File: src/vcd_consts.vh
// What this block does
// - First calibration after reset starts when an update write applies a set calibration start bit.
// - Status bit 6 reads one once the oscillator calibration has completed.
// - Calibration sequencer is paced by the divided reference input clock.
// - Outputs held static by internal sync while calibration runs, released afterwards.
// - Calibration clock is reference divided by R, then by two-bit divider field.
// - Calibration lasts 4400 calibration clocks, that is 4400 times R times divider.
// - Calibration never starts by itself when loop dividers change.
// - Five channels; three single dividers divide by 2 to 32 or bypass.
// - Two dual channels cascade two dividers; ratio is the product, up to 1024.
// - Output high for high count plus one, low for low count plus one.
// - Duty fix can be disabled; corrects odd ratio only when low equals high plus one.
// - Coarse delay in whole input cycles up to 31, selectable start level.
// - Prescaler divides by 2 to 6; needed for oscillator or fast external input.
// - Source field: 00 external prescaled, 01 external direct, 10 oscillator, 11 none.
// - Prescaler input may route direct to outputs only with prescaled source selected.
`ifndef VCD_CONSTS_VH
`define VCD_CONSTS_VH

// ----------------------------------------
// Register indexes (byte address = 4 * index)
// ----------------------------------------
`define VCD_IDX_CAL 10'h018
`define VCD_IDX_STATUS 10'h01f
`define VCD_IDX_SRC 10'h1e1
`define VCD_IDX_UPDATE 10'h232
`define VCD_IDX_RDIV 10'h011
`define VCD_IDX_PRESCALE 10'h1e0
`define VCD_IDX_CH0 10'h190

// ----------------------------------------
// Internal register slots
// ----------------------------------------
`define VCD_ID_CAL 4'h0
`define VCD_ID_STATUS 4'h1
`define VCD_ID_SRC 4'h2
`define VCD_ID_UPDATE 4'h3
`define VCD_ID_RDIV 4'h4
`define VCD_ID_PRESCALE 4'h5
`define VCD_ID_CH0 4'h6
`define VCD_ID_NONE 4'hf
`define VCD_NUM_REGS 11

// ----------------------------------------
// Field positions and masks
// ----------------------------------------
`define VCD_CAL_START_BIT 0
`define VCD_CAL_DIV_LSB 1
`define VCD_STATUS_DONE_BIT 6
`define VCD_UPDATE_BIT 0
`define VCD_MASK_BYTE 32'h0000_00ff
`define VCD_MASK_SRC 32'h0000_0003
`define VCD_MASK_RDIV 32'h0000_3fff
`define VCD_MASK_PRESCALE 32'h0000_0007
`define VCD_MASK_CH 32'h3fff_ffff
`define VCD_CH_HIGH_LSB 0
`define VCD_CH_LOW_LSB 4
`define VCD_CH_BYPASS_BIT 8
`define VCD_CH_DUTY_OFF_BIT 9
`define VCD_CH_DELAY_LSB 10
`define VCD_CH_START_BIT 15
`define VCD_CH_HIGH2_LSB 20
`define VCD_CH_LOW2_LSB 24
`define VCD_CH_BYPASS2_BIT 28
`define VCD_CH_DIRECT_BIT 29

// ----------------------------------------
// Reset values and timing
// ----------------------------------------
`define VCD_RST_CAL 32'h0000_0000
`define VCD_RST_SRC 32'h0000_0000
`define VCD_RST_RDIV 32'h0000_0001
`define VCD_RST_PRESCALE 32'h0000_0002
`define VCD_RST_CH 32'h0000_0000
`define VCD_CAL_CLOCKS 4400
`define VCD_RESP_OKAY 2'b00
`define VCD_RESP_SLVERR 2'b10

`endif

File: src/vcd_prescale.v
`include "vcd_consts.vh"

module vcd_prescale (
	input wire aclk, // System clock
	input wire aresetn, // Synchronous reset, active low
	input wire clk_en, // Freezes state when low
	input wire [2:0] ratio, // Divide ratio 2 to 6
	input wire in_rise, // Rising edge of source
	output reg out_level, // Divided clock level
	output reg out_rise, // One-cycle rising edge pulse
	output reg out_fall // One-cycle falling edge pulse
);
	reg [2:0] cnt;
	reg [2:0] r;
	reg [2:0] next_cnt;
	reg next_level;

	always @* begin
		// Out-of-range ratios clamp into 2..6
		r = (ratio < 3'd2) ? 3'd2 : ((ratio > 3'd6) ? 3'd6 : ratio);
		next_cnt = cnt;
		next_level = out_level;
		if (in_rise) begin
			next_cnt = (cnt >= r - 3'd1) ? 3'd0 : cnt + 3'd1;
			next_level = (next_cnt < ((r + 3'd1) >> 1));
		end
	end

	always @(posedge aclk) begin
		if (!aresetn) begin
			cnt <= 3'd0;
			out_level <= 1'b0;
			out_rise <= 1'b0;
			out_fall <= 1'b0;
		end else if (clk_en) begin
			cnt <= next_cnt;
			out_level <= next_level;
			out_rise <= next_level & ~out_level;
			out_fall <= ~next_level & out_level;
		end
	end
endmodule // vcd_prescale

File: src/vcd_chdiv.v
`include "vcd_consts.vh"

module vcd_chdiv (
	input wire aclk, // System clock
	input wire aresetn, // Synchronous reset, active low
	input wire clk_en, // Freezes state when low
	input wire hold, // Sync hold: output static
	input wire in_level, // Divider input level
	input wire in_rise, // Input rising edge pulse
	input wire in_fall, // Input falling edge pulse
	input wire [3:0] high_cnt, // High cycles minus one
	input wire [3:0] low_cnt, // Low cycles minus one
	input wire bypass, // Pass input straight through
	input wire duty_fix_disable, // Turns duty correction off
	input wire [4:0] delay, // Coarse delay in input cycles
	input wire start_high, // Level of the first phase
	output reg out_level, // Divided output level
	output reg out_rise, // Output rising edge pulse
	output reg out_fall // Output falling edge pulse
);
	reg [3:0] cnt;
	reg [4:0] dly;
	reg wait_fall;
	reg next_level;
	wire odd_fix;

	// Widened compare so a high count of 15 cannot wrap onto a low count of 0
	assign odd_fix = ~duty_fix_disable & ({1'b0, low_cnt} == {1'b0, high_cnt} + 5'd1);

	always @* begin
		next_level = out_level;
		if (hold)
			next_level = start_high;
		else if (bypass)
			next_level = in_level;
		else if (wait_fall && in_fall)
			next_level = 1'b0;
		else if (!wait_fall && in_rise && dly == 5'd0) begin
			if (out_level && cnt == high_cnt && !odd_fix)
				next_level = 1'b0;
			else if (!out_level && cnt == low_cnt)
				next_level = 1'b1;
		end
	end

	always @(posedge aclk) begin
		if (!aresetn) begin
			cnt <= 4'd0;
			dly <= 5'd0;
			wait_fall <= 1'b0;
			out_level <= 1'b0;
			out_rise <= 1'b0;
			out_fall <= 1'b0;
		end else if (clk_en) begin
			out_level <= next_level;
			out_rise <= next_level & ~out_level;
			out_fall <= ~next_level & out_level;
			if (hold) begin
				cnt <= 4'd0;
				dly <= delay;
				wait_fall <= 1'b0;
			end else if (wait_fall) begin
				// Odd ratio: high phase stretched by half an input cycle
				if (in_fall) begin
					wait_fall <= 1'b0;
					cnt <= 4'd0;
				end
			end else if (in_rise && !bypass) begin
				if (dly != 5'd0)
					dly <= dly - 5'd1;
				else if (out_level && cnt == high_cnt) begin
					cnt <= 4'd0;
					wait_fall <= odd_fix;
				end else if (!out_level && cnt == low_cnt)
					cnt <= 4'd0;
				else
					cnt <= cnt + 4'd1;
			end
		end
	end
endmodule // vcd_chdiv

File: src/vcd_top.v
`include "vcd_consts.vh"

module vcd_top #(
	parameter CAL_CLOCKS = `VCD_CAL_CLOCKS // Calibration length in calibration clocks
) (
	input wire aclk, // System clock, 40 MHz
	input wire aresetn, // Synchronous reset, active low
	input wire clk_en, // Freezes all state when low
	input wire [11:0] s_axi_awaddr, // Write address
	input wire s_axi_awvalid, // Write address valid
	output reg s_axi_awready, // Write address ready
	input wire [31:0] s_axi_wdata, // Write data
	input wire [3:0] s_axi_wstrb, // Write byte strobes
	input wire s_axi_wvalid, // Write data valid
	output reg s_axi_wready, // Write data ready
	output reg [1:0] s_axi_bresp, // Write response
	output reg s_axi_bvalid, // Write response valid
	input wire s_axi_bready, // Write response ready
	input wire [11:0] s_axi_araddr, // Read address
	input wire s_axi_arvalid, // Read address valid
	output reg s_axi_arready, // Read address ready
	output reg [31:0] s_axi_rdata, // Read data
	output reg [1:0] s_axi_rresp, // Read response
	output reg s_axi_rvalid, // Read data valid
	input wire s_axi_rready, // Read data ready
	input wire reference_input_clock, // Reference clock pin
	input wire ext_clock_in, // External clock input pin
	input wire osc_clock_in, // Internal oscillator clock
	output reg ch0_out, // Single-divider channel 0
	output reg ch1_out, // Single-divider channel 1
	output reg ch2_out, // Single-divider channel 2
	output reg ch3_out, // Dual-divider channel 3
	output reg ch4_out, // Dual-divider channel 4
	output reg cal_sync_hold // High while calibration holds outputs
);
	localparam ST_IDLE = 2'b01;
	localparam ST_RUN = 2'b10;
	localparam integer CAL_LAST_I = CAL_CLOCKS - 1;
	localparam [12:0] CAL_LAST = CAL_LAST_I[12:0];

	// ----------------------------------------
	// Address decode and write masks
	// ----------------------------------------
	function [3:0] decode;
		input [9:0] idx;
		begin
			case (idx)
				`VCD_IDX_CAL: decode = `VCD_ID_CAL;
				`VCD_IDX_STATUS: decode = `VCD_ID_STATUS;
				`VCD_IDX_SRC: decode = `VCD_ID_SRC;
				`VCD_IDX_UPDATE: decode = `VCD_ID_UPDATE;
				`VCD_IDX_RDIV: decode = `VCD_ID_RDIV;
				`VCD_IDX_PRESCALE: decode = `VCD_ID_PRESCALE;
				default: begin
					if (idx >= `VCD_IDX_CH0 && idx <= `VCD_IDX_CH0 + 10'd4)
						decode = `VCD_ID_CH0 + idx[3:0];
					else
						decode = `VCD_ID_NONE;
				end
			endcase
		end
	endfunction

	function [31:0] wmask;
		input [3:0] id;
		begin
			case (id)
				`VCD_ID_CAL: wmask = `VCD_MASK_BYTE;
				`VCD_ID_SRC: wmask = `VCD_MASK_SRC;
				`VCD_ID_RDIV: wmask = `VCD_MASK_RDIV;
				`VCD_ID_PRESCALE: wmask = `VCD_MASK_PRESCALE;
				default: wmask = `VCD_MASK_CH;
			endcase
		end
	endfunction

	// ----------------------------------------
	// Pin synchronisers
	// ----------------------------------------
	reg [2:0] ref_sync;
	reg [2:0] ext_sync;
	reg [2:0] osc_sync;
	wire ref_rise = ref_sync[1] & ~ref_sync[2];
	wire ext_rise = ext_sync[1] & ~ext_sync[2];
	wire ext_fall = ~ext_sync[1] & ext_sync[2];
	wire osc_rise = osc_sync[1] & ~osc_sync[2];

	always @(posedge aclk) begin
		if (!aresetn) begin
			ref_sync <= 3'd0;
			ext_sync <= 3'd0;
			osc_sync <= 3'd0;
		end else if (clk_en) begin
			ref_sync <= {ref_sync[1:0], reference_input_clock};
			ext_sync <= {ext_sync[1:0], ext_clock_in};
			osc_sync <= {osc_sync[1:0], osc_clock_in};
		end
	end

	// ----------------------------------------
	// Register file: shadow and active copies
	// ----------------------------------------
	reg [31:0] shadow [0:`VCD_NUM_REGS-1];
	reg [31:0] active [0:`VCD_NUM_REGS-1];
	reg aw_held;
	reg w_held;
	reg [9:0] aw_idx;
	reg [31:0] w_data;
	reg [3:0] w_strb;
	reg update_pulse;
	reg cal_done;
	reg [1:0] cal_state;
	reg [31:0] rd_val;
	reg [31:0] bytemask;
	wire [3:0] wr_id = decode(aw_idx);
	wire [3:0] rd_id = decode(s_axi_araddr[11:2]);
	wire wr_fire = aw_held & w_held & ~s_axi_bvalid;
	integer i;

	always @* begin
		bytemask = {{8{w_strb[3]}}, {8{w_strb[2]}}, {8{w_strb[1]}}, {8{w_strb[0]}}};
		if (rd_id == `VCD_ID_STATUS)
			rd_val = {25'd0, cal_done, 6'd0};
		else if (rd_id == `VCD_ID_UPDATE || rd_id == `VCD_ID_NONE)
			rd_val = 32'h0000_0000;
		else
			rd_val = shadow[rd_id];
	end

	always @(posedge aclk) begin
		if (!aresetn) begin
			s_axi_awready <= 1'b0;
			s_axi_wready <= 1'b0;
			s_axi_bvalid <= 1'b0;
			s_axi_bresp <= `VCD_RESP_OKAY;
			s_axi_arready <= 1'b0;
			s_axi_rvalid <= 1'b0;
			s_axi_rresp <= `VCD_RESP_OKAY;
			s_axi_rdata <= 32'h0000_0000;
			aw_held <= 1'b0;
			w_held <= 1'b0;
			aw_idx <= 10'd0;
			w_data <= 32'h0000_0000;
			w_strb <= 4'h0;
			update_pulse <= 1'b0;
			for (i = 0; i < `VCD_NUM_REGS; i = i + 1) begin
				shadow[i] <= `VCD_RST_CH;
				active[i] <= `VCD_RST_CH;
			end
			shadow[`VCD_ID_RDIV] <= `VCD_RST_RDIV;
			active[`VCD_ID_RDIV] <= `VCD_RST_RDIV;
			shadow[`VCD_ID_PRESCALE] <= `VCD_RST_PRESCALE;
			active[`VCD_ID_PRESCALE] <= `VCD_RST_PRESCALE;
		end else if (clk_en) begin
			update_pulse <= 1'b0;
			s_axi_awready <= ~aw_held & s_axi_awvalid & ~s_axi_awready;
			s_axi_wready <= ~w_held & s_axi_wvalid & ~s_axi_wready;
			if (s_axi_awvalid && s_axi_awready) begin
				aw_held <= 1'b1;
				aw_idx <= s_axi_awaddr[11:2];
			end
			if (s_axi_wvalid && s_axi_wready) begin
				w_held <= 1'b1;
				w_data <= s_axi_wdata;
				w_strb <= s_axi_wstrb;
			end
			if (wr_fire) begin
				aw_held <= 1'b0;
				w_held <= 1'b0;
				s_axi_bvalid <= 1'b1;
				s_axi_bresp <= (wr_id == `VCD_ID_NONE) ? `VCD_RESP_SLVERR : `VCD_RESP_OKAY;
				if (wr_id == `VCD_ID_UPDATE)
					update_pulse <= w_strb[0] & w_data[`VCD_UPDATE_BIT];
				else if (wr_id != `VCD_ID_NONE && wr_id != `VCD_ID_STATUS)
					shadow[wr_id] <= (shadow[wr_id] & ~bytemask)
						| (w_data & bytemask & wmask(wr_id));
			end else if (s_axi_bvalid && s_axi_bready)
				s_axi_bvalid <= 1'b0;
			if (update_pulse) begin
				for (i = 0; i < `VCD_NUM_REGS; i = i + 1)
					active[i] <= shadow[i];
			end
			s_axi_arready <= s_axi_arvalid & ~s_axi_arready & ~s_axi_rvalid;
			if (s_axi_arvalid && s_axi_arready) begin
				s_axi_rvalid <= 1'b1;
				s_axi_rdata <= rd_val;
				s_axi_rresp <= (rd_id == `VCD_ID_NONE) ? `VCD_RESP_SLVERR : `VCD_RESP_OKAY;
			end else if (s_axi_rvalid && s_axi_rready)
				s_axi_rvalid <= 1'b0;
		end
	end

	// ----------------------------------------
	// Calibration sequencer
	// ----------------------------------------
	// Starts only on a 0-to-1 edge of the applied start bit, never on divider edits
	wire cal_req = update_pulse & shadow[`VCD_ID_CAL][`VCD_CAL_START_BIT]
		& ~active[`VCD_ID_CAL][`VCD_CAL_START_BIT];
	wire [13:0] r_val = active[`VCD_ID_RDIV][13:0];
	wire [13:0] r_last = (r_val == 14'd0) ? 14'd0 : r_val - 14'd1;
	wire [1:0] div_sel = active[`VCD_ID_CAL][`VCD_CAL_DIV_LSB+1:`VCD_CAL_DIV_LSB];
	wire [3:0] div_last = (4'd2 << div_sel) - 4'd1;
	reg [13:0] r_cnt;
	reg [3:0] d_cnt;
	reg [12:0] cal_cnt;

	always @(posedge aclk) begin
		if (!aresetn) begin
			cal_state <= ST_IDLE;
			cal_done <= 1'b0;
			cal_sync_hold <= 1'b0;
			r_cnt <= 14'd0;
			d_cnt <= 4'd0;
			cal_cnt <= 13'd0;
		end else if (clk_en) begin
			case (cal_state)
				ST_IDLE: begin
					if (cal_req) begin
						cal_state <= ST_RUN;
						cal_done <= 1'b0;
						cal_sync_hold <= 1'b1;
						r_cnt <= 14'd0;
						d_cnt <= 4'd0;
						cal_cnt <= 13'd0;
					end
				end
				ST_RUN: begin
					if (cal_req) begin
						r_cnt <= 14'd0;
						d_cnt <= 4'd0;
						cal_cnt <= 13'd0;
					end else if (ref_rise) begin
						r_cnt <= (r_cnt == r_last) ? 14'd0 : r_cnt + 14'd1;
						if (r_cnt == r_last) begin
							d_cnt <= (d_cnt == div_last) ? 4'd0 : d_cnt + 4'd1;
							if (d_cnt == div_last) begin
								cal_cnt <= cal_cnt + 13'd1;
								if (cal_cnt == CAL_LAST) begin
									cal_state <= ST_IDLE;
									cal_done <= 1'b1;
									cal_sync_hold <= 1'b0;
								end
							end
						end
					end
				end
				default: begin
					cal_state <= ST_IDLE;
					cal_sync_hold <= 1'b0;
				end
			endcase
		end
	end

	// ----------------------------------------
	// Source select and prescaler
	// ----------------------------------------
	wire [1:0] src = active[`VCD_ID_SRC][1:0];
	wire src_bad = (src == 2'b11);
	wire src_pre = ~src[0];
	wire pre_in_level = src[1] ? osc_sync[2] : ext_sync[2];
	wire pre_in_rise = src[1] ? osc_rise : ext_rise;
	wire pre_level;
	wire pre_rise;
	wire pre_fall;

	vcd_prescale u_pre (
		.aclk(aclk),
		.aresetn(aresetn),
		.clk_en(clk_en),
		.ratio(active[`VCD_ID_PRESCALE][2:0]),
		.in_rise(pre_in_rise),
		.out_level(pre_level),
		.out_rise(pre_rise),
		.out_fall(pre_fall)
	);

	wire dist_level = src_pre ? pre_level : ext_sync[2];
	wire dist_rise = src_pre ? pre_rise : ext_rise;
	wire dist_fall = src_pre ? pre_fall : ext_fall;
	wire hold = cal_sync_hold | src_bad;

	// ----------------------------------------
	// Channel dividers
	// ----------------------------------------
	wire [4:0] first_level;
	wire [4:0] first_rise;
	wire [4:0] first_fall;
	wire [1:0] second_level;

	genvar g;
	generate
		for (g = 0; g < 5; g = g + 1) begin : g_ch
			wire [31:0] cfg = active[`VCD_ID_CH0 + g];
			vcd_chdiv u_div1 (
				.aclk(aclk),
				.aresetn(aresetn),
				.clk_en(clk_en),
				.hold(hold),
				.in_level(dist_level),
				.in_rise(dist_rise),
				.in_fall(dist_fall),
				.high_cnt(cfg[`VCD_CH_HIGH_LSB+3:`VCD_CH_HIGH_LSB]),
				.low_cnt(cfg[`VCD_CH_LOW_LSB+3:`VCD_CH_LOW_LSB]),
				.bypass(cfg[`VCD_CH_BYPASS_BIT]),
				.duty_fix_disable(cfg[`VCD_CH_DUTY_OFF_BIT]),
				.delay(cfg[`VCD_CH_DELAY_LSB+4:`VCD_CH_DELAY_LSB]),
				.start_high(cfg[`VCD_CH_START_BIT]),
				.out_level(first_level[g]),
				.out_rise(first_rise[g]),
				.out_fall(first_fall[g])
			);
			if (g >= 3) begin : g_dual
				// Second stage runs off the first stage's edges, so ratios multiply
				vcd_chdiv u_div2 (
					.aclk(aclk),
					.aresetn(aresetn),
					.clk_en(clk_en),
					.hold(hold),
					.in_level(first_level[g]),
					.in_rise(first_rise[g]),
					.in_fall(first_fall[g]),
					.high_cnt(cfg[`VCD_CH_HIGH2_LSB+3:`VCD_CH_HIGH2_LSB]),
					.low_cnt(cfg[`VCD_CH_LOW2_LSB+3:`VCD_CH_LOW2_LSB]),
					.bypass(cfg[`VCD_CH_BYPASS2_BIT]),
					.duty_fix_disable(cfg[`VCD_CH_DUTY_OFF_BIT]),
					.delay(5'd0),
					.start_high(cfg[`VCD_CH_START_BIT]),
					.out_level(second_level[g-3]),
					.out_rise(),
					.out_fall()
				);
			end
		end
	endgenerate

	// ----------------------------------------
	// Output stage
	// ----------------------------------------
	// Direct routing honoured only when the prescaled path feeds distribution
	wire [2:0] direct_en;
	assign direct_en[0] = active[`VCD_ID_CH0][`VCD_CH_DIRECT_BIT] & src_pre & ~src_bad;
	assign direct_en[1] = active[`VCD_ID_CH0 + 1][`VCD_CH_DIRECT_BIT] & src_pre & ~src_bad;
	assign direct_en[2] = active[`VCD_ID_CH0 + 2][`VCD_CH_DIRECT_BIT] & src_pre & ~src_bad;

	always @(posedge aclk) begin
		if (!aresetn) begin
			ch0_out <= 1'b0;
			ch1_out <= 1'b0;
			ch2_out <= 1'b0;
			ch3_out <= 1'b0;
			ch4_out <= 1'b0;
		end else if (clk_en) begin
			ch0_out <= direct_en[0] ? (pre_in_level & ~hold) : first_level[0];
			ch1_out <= direct_en[1] ? (pre_in_level & ~hold) : first_level[1];
			ch2_out <= direct_en[2] ? (pre_in_level & ~hold) : first_level[2];
			ch3_out <= second_level[0];
			ch4_out <= second_level[1];
		end
	end
endmodule // vcd_top

File: config.mk
export PLATFORM = sky130hd
export DESIGN_NAME = vcd_top
export DESIGN_NICKNAME = d
export VERILOG_FILES = /design/src/vcd_prescale.v /design/src/vcd_chdiv.v /design/src/vcd_top.v
export VERILOG_INCLUDE_DIRS = /design/src
export SDC_FILE = /design/constraint.sdc
export NUM_CORES = 2
export LEC_CHECK = 0
export ABC_AREA = 1
export ABC_CLOCK_PERIOD_IN_PS = 8350
export BUFFER_PORTS_ARGS = -buffer_cell sky130_fd_sc_hd__buf_2
export CAP_MARGIN = 20
export CELL_PAD_IN_SITES_DETAIL_PLACEMENT = 0
export CELL_PAD_IN_SITES_GLOBAL_PLACEMENT = 2
export CORE_MARGIN = 10
export CORE_UTILIZATION = 41
export DETAILED_ROUTE_END_ITERATION = 8
export HOLD_SLACK_MARGIN = 0.02
export PLACE_DENSITY = 0.94
export SETUP_SLACK_MARGIN = 0.5
export SLEW_MARGIN = 15
export SYNTH_ARGS = -nofsm -noshare
export SYNTH_HDL_FRONTEND = slang
export SYNTH_SLANG_ARGS = --single-unit
File: constraint.sdc
create_clock -name aclk -period 8.35 [get_ports aclk]
set_input_delay 1.67 -clock aclk [delete_from_list [all_inputs] [get_ports aclk]]
set_output_delay 1.67 -clock aclk [all_outputs]
set_load 0.02 [all_outputs]
# After elaboration in Yosys (flattened, before gate mapping)
# Memory sizes are Yosys's and may differ from the RTL's.
# Cells that the tools add are included.
dict set report classes {
  mux 257
  n_reduce_logical 172
  bitwise 82
  eq_ne 79
  shift 1
  n_lt_le_gt_ge 8
  add_sub_neg 31
}
# cell count
set op_table {}
lappend op_table {{two-way mux 32 bit} 23}
lappend op_table {{two-way mux 4 bit} 53}
lappend op_table {{two-way mux 5 bit} 28}
lappend op_table {{two-way mux 1 bit} 123}
lappend op_table {{one-hot mux 30 bit (4 select lines)} 1}
lappend op_table {{bitwise AND 32 bit} 3}
lappend op_table {{two-way mux 14 bit} 5}
lappend op_table {{two-way mux 13 bit} 5}
lappend op_table {{equality test 10 x 5 -> 1 bit (second input constant)} 6}
lappend op_table {{equality test 4 bit} 15}
lappend op_table {{AND reduction 4 bit} 15}
lappend op_table {{nonzero test 5 bit} 12}
lappend op_table {{logical AND 1 bit} 57}
lappend op_table {{one-hot mux 4 bit (6 select lines)} 2}
lappend op_table {{equality test 10 x 9 -> 1 bit (second input constant)} 4}
lappend op_table {{nonzero test 2 bit} 19}
lappend op_table {{adder 4 x 1 -> 5 bit (second input constant)} 7}
lappend op_table {{bitwise AND 1 bit} 35}
lappend op_table {{equality test 4 x 5 -> 1 bit} 7}
lappend op_table {{zero test 5 bit} 7}
lappend op_table {{subtractor 5 x 1 -> 5 bit (second input constant)} 7}
lappend op_table {{adder 4 x 1 -> 4 bit (second input constant)} 8}
lappend op_table {{inverter 32 bit} 1}
lappend op_table {{OR 32 bit} 1}
lappend op_table {{50 further kinds} 186}
dict set report word_totals {
  in_bits 71
  ram_bits 704
  mem_count 2
  output_inout_bits 47
  regBits 226
}
# memory depth width rd rd_clocked_by_memory_dff write_ports line_no
set memory_table {}
lappend memory_table {active 11 32 9 0 11 vcd_top.v:104} ;# reg [31:0] active [0:`VCD_NUM_REGS-1];
lappend memory_table {shadow 11 32 13 0 11 vcd_top.v:103} ;# reg [31:0] shadow [0:`VCD_NUM_REGS-1];

# Longest topological paths before layout
dict set report logic_depth {
  ltp_word 14
  mapped_depth 21
  mapped_depth_nobuf 20
}

# Modules after synthesis
# From an unflattened synthesis, not the netlist that was laid out.
dict set report hier_totals {
  cells_unflattened 6391
  hier_area_um2 46896.2
}
# module area_each_um2 cells_each instances
set by_module_without_submodules {}
lappend by_module_without_submodules {vcd_top 39071.2 5064 1}
lappend by_module_without_submodules {vcd_chdiv 1051.0 180 7}
lappend by_module_without_submodules {vcd_prescale 467.9 67 1}

# Worst setup path before layout
# Ideal clock, no wire load.
dict set report synth_path {
  path_type {input to register}
  startpoint {input port clk_en}
  endpoint {memory active[0][0], enable pin}
  path_buffers 3
  stages 5
  arrival_ns 5.206
  required_ns 7.863
  setup_slack_ns 2.657
  cell_sequence {clkbuf_1 clkbuf_1 buf_1 nand2_1 nand2_1}
}
# element line_no
set synth_lines {}
lappend synth_lines {{start: declaration} vcd_top.v:8} ;# input wire clk_en,
lappend synth_lines {{end: declaration} vcd_top.v:104}

==> metrics.md <==
| Metric | Value |
|---|---|
| Post-route core utilization | 0.462 |
| Least setup slack across all paths after layout | 2.71 ns |
| Clock tree from TritonCTS | done |
| Die width | 351 µm |
| Setup tns final | 0 ns |
| Ys flop type | sky130_fd_sc_hd__edfxtp_1 |
| Total global routing overflow | 0 |
| Worst setup path startpoint | aw_idx[0] |
| LEAKAGE | 20.7 nW |
| Synth Instances | 5708 |
| Latest clock arrival within the worst-skew pair | 0.70 ns |
| Number of fill cells in the layout | 10800 |
| Nature of the critical path startpoint | flop |
| Worst-path maximum fanout | 39 |
| Area of the core | 109000 µm² |
| CP max stage delay | 0.90 ns |
| Maximum clock path buffer count | 3 |
| Maximum level of the CTS H-tree | 3 |
| Minimum setup slack after placement | 2.74 ns |
| Proportion of synthesized flip-flops having asynchronous set or reset | 0 |
| DR DRC count | 0 |
| Arrival time at the worst endpoint | 5.86 ns |
| Vias per cell | 5.62 |
| Post-Synthesis Cell Area | 44800 µm² |
| Total via count after detailed routing | 41000 |
| First-pass iteration count of the detailed router | 6 |
| GRT Util Overall | 0.274 |
| Warnings, synthesis | 0 |
| Antenna violations before repair | 9 |
| Yosys reg bits | 856 |
| Fin crit period | 5.64 ns |
| Worst r2r src | aw_idx[0] |
| Post-route cell area | 50200 µm² |
| Number of distinct library cells after synthesis | 62 |
| Tcrit/Tclk final | 0.676 |
| RSZ-0062 raised after global routing | no |
| Run status | completed |
| Power density over the cells | 190 nW/µm² |
| Fin Clk Skew | 0.0311 ns |
| Drt initial violations | 5258 |
| Sequential-to-total area share from yosys stat | 0.503 |
| Final Slew Violations | 0 |
| Path type of the worst min-delay path | flop to flop |
| Starting utilization of the core area | 0.412 |
| Hold_ws | 0.449 ns |
| Post-DR wirelength/cell | 23.9 µm |
| WP buf/inv | 4 |
| Die Footprint | 123000 µm² |
| Crit path top cell by count | sky130_fd_sc_hd__nand2_1 |
| Die Y-Extent | 351 µm |
| Transition time of the tightest slew-check pin | 1.14 ns |
| Post-cts repair resize count | 0 |
| Clock buffers created by TritonCTS | 98 |
| Synth top area cells | sky130_fd_sc_hd__edfxtp_1 (36%), sky130_fd_sc_hd__dfxtp_1 (14%), sky130_fd_sc_hd__nand2_1 (11%) |
| Maximum number of pins on one net before global-route repair | 173 |
| Final count of hold timing violations | 0 |
| CP delay by family, top | simple AND/OR/NAND/NOR gates |
| Cells along the critical path | inv_1 -> nand2_1 -> nor2_1 -> nand3_1 -> nand2_2 -> nor2_8 -> nand3_2 -> nand2_2 -> nand2_4 -> inv_2 -> nand2_1 -> nand2_1 -> inv_2 -> nand3_4 -> inv_2 -> nand2_1 -> nand2_4 |
| Non-filler cells, final | 7297 |
| RePlAce Congestion | 0.912 |
| TritonCTS sink count | 856 |
| Highest clock frequency the design can meet | 177 MHz |
| Total of hold buffers inserted after clock tree synthesis | 0 |
| Count of antenna-violating nets left after detailed routing | 0 |
| Most repeated cell in the gate-level netlist after synthesis | sky130_fd_sc_hd__nand2_1 |
| Start point of the worst min-delay path | w_data[26] |
| Endpoints failing setup | 0 |
| Category of the worst setup path capture point | flop |
| Port bufs | 109 |
| Number of flops mapped to enable cells by yosys | 539 |
| Detailed-route wire length | 174000 µm |
| Critical path start-end classification | flop to flop |
| Dpl hpwl | 108000 µm |
| Clock-pin slew reported for the worst setup and hold paths after clock tree synthesis | 0.06 ns |
| Total cell area at the placement stage | 47000 µm² |
| Most instantiated cells after synthesis | sky130_fd_sc_hd__nand2_1 (1268), sky130_fd_sc_hd__inv_1 (680), sky130_fd_sc_hd__nor2_1 (664) |
| MaxCap Viol Count | 0 |
| Setup repair bufs after CTS | 0 |
| Net total in the final layout | 5912 |
| Tot Pwr | 9.55 mW |
| Fraction of layout instances using a drive strength above 1 | 0.0806 |
| Top-area cell type share of the netlist area | 0.361 |
| Required time at the endpoint of the critical path | 8.57 ns |
| Worst VDD drop | 0.000150 V |
| Cell at the slowest stage of the critical path | sky130_fd_sc_hd__inv_2 |
| Layout area overhead | 12.0% |
| Cell accounting for the most synthesized area | sky130_fd_sc_hd__edfxtp_1 |
| Synth Area per Inst | 7.85 µm² |
| I/O pin count | 118 |
| Vias in the first global route | 37400 |
| Worst slew slack as a fraction of its limit | 0.238 |
| Number of core rows | 121 |
| Inst Count DP | 7114 |
| Clock tree root driver cell | sky130_fd_sc_hd__clkbuf_16 |
| Wire length of the first global-routing pass | 250000 µm |
[report_power, final]
group | leakage [nW] | internal, mW | switching (mW)
logic | 11.5 | 0.159 | 0.383
registers | 7.66 | 4.59 | 0.0780
clock network | 1.57 | 2.51 | 1.83
total | 20.7 | 7.26 | 2.29
[final timing paths]
kind / end / cells after the start / slack, ns
max: shadow[2][4] / 17 / 2.71
min: w_data[26] / 2 / 0.45
max reg2reg: shadow[2][4] / 17 / 2.71
min reg2reg: w_data[26] / 2 / 0.45
[state kept, by name (all words and copies together), names as in the netlist, 3 cells and up]
signal and cells:
g_ch.g_dual.u_div2.dly 10, s_axi_rdata 32, g_ch.g_dual.u_div2.cnt 8, r_cnt 14
osc_sync 3, cal_cnt 13, ext_sync 3, w_data 30
d_cnt 4, ref_sync 3, active 123, g_ch.u_div1.out_level 5
g_ch.u_div1.wait_fall 5, g_ch.u_div1.dly 25, aw_idx 10, g_ch.u_div1.cnt 20
u_pre.cnt 3, shadow 512, w_strb 4
[cell usage in the layout (no fill, tap or decap), types with 48 or more instances in the layout]
cell type / count
sky130_fd_sc_hd__nand2_1: 1259
sky130_fd_sc_hd__inv_1: 675
sky130_fd_sc_hd__nor2_1: 661
sky130_fd_sc_hd__edfxtp_1: 539
sky130_fd_sc_hd__a21oi_1: 468
sky130_fd_sc_hd__nand3_1: 457
sky130_fd_sc_hd__o21ai_0: 339
sky130_fd_sc_hd__dfxtp_1: 317
sky130_fd_sc_hd__buf_2: 108
sky130_fd_sc_hd__clkbuf_16: 101
sky130_fd_sc_hd__nand4_1: 98
sky130_fd_sc_hd__conb_1: 98
sky130_fd_sc_hd__buf_4: 79
sky130_fd_sc_hd__o22ai_1: 75
sky130_fd_sc_hd__nor3_1: 57
sky130_fd_sc_hd__xor2_1: 48
[final cells by class]
class | instances | area (µm²) | share of cell area
antenna | 1 | 2.50 | 0.0000499
clock buffer | 143 | 2840 | 0.0565
clock inverter | 39 | 360 | 0.00718
inverter | 719 | 2710 | 0.0540
multi-input combinational | 3935 | 18800 | 0.375
sequential | 856 | 22500 | 0.449
tap | 1414 | 1770 | 0.0352
timing repair buffer | 190 | 1180 | 0.0236
[worst register-to-register path, cell delays in order (launching register included)]
cell and delay, ns:
sky130_fd_sc_hd__dfxtp_1 0.41, sky130_fd_sc_hd__inv_1 0.11, sky130_fd_sc_hd__nand2_1 0.07, sky130_fd_sc_hd__nor2_1 0.06, sky130_fd_sc_hd__nand3_1 0.10, sky130_fd_sc_hd__nand2_2 0.10
sky130_fd_sc_hd__nor2_8 0.14, sky130_fd_sc_hd__nand3_2 0.12, sky130_fd_sc_hd__nand2_2 0.64, sky130_fd_sc_hd__nand2_4 0.64, sky130_fd_sc_hd__inv_2 0.92, sky130_fd_sc_hd__nand2_1 0.17
sky130_fd_sc_hd__nand2_1 0.12, sky130_fd_sc_hd__inv_2 0.06, sky130_fd_sc_hd__nand3_4 0.27, sky130_fd_sc_hd__inv_2 0.07, sky130_fd_sc_hd__nand2_1 0.48, sky130_fd_sc_hd__nand2_4 0.68
[metal layers]
layer | track usage | routed length (µm) | vias up
li1 | - | - | 19000
met1 | 0.363 | 69900 | 19300
met2 | 0.424 | 76000 | 2238
met3 | 0.0622 | 19900 | 447
met4 | 0.122 | 8500 | 10
met5 | 0 | 67 | -
[cells by family (layout without fill, tap and decap cells)]
logic type / Yosys count / in the layout / synth area share
simple gates: 2666 / 2666 / 0.253
fa+ha+maj: 41 / 41 / 0.0114
mux: 1 / 1 / 0.000223
flops: 856 / 856 / 0.503
compound gates: 1047 / 1047 / 0.127
buf+inv: 1014 / 1091 / 0.0894
other cells: 1 / 99 / 0.0000837
xor+xnor: 82 / 82 / 0.0160
Note: power is estimated with default switching activity, not from simulation.
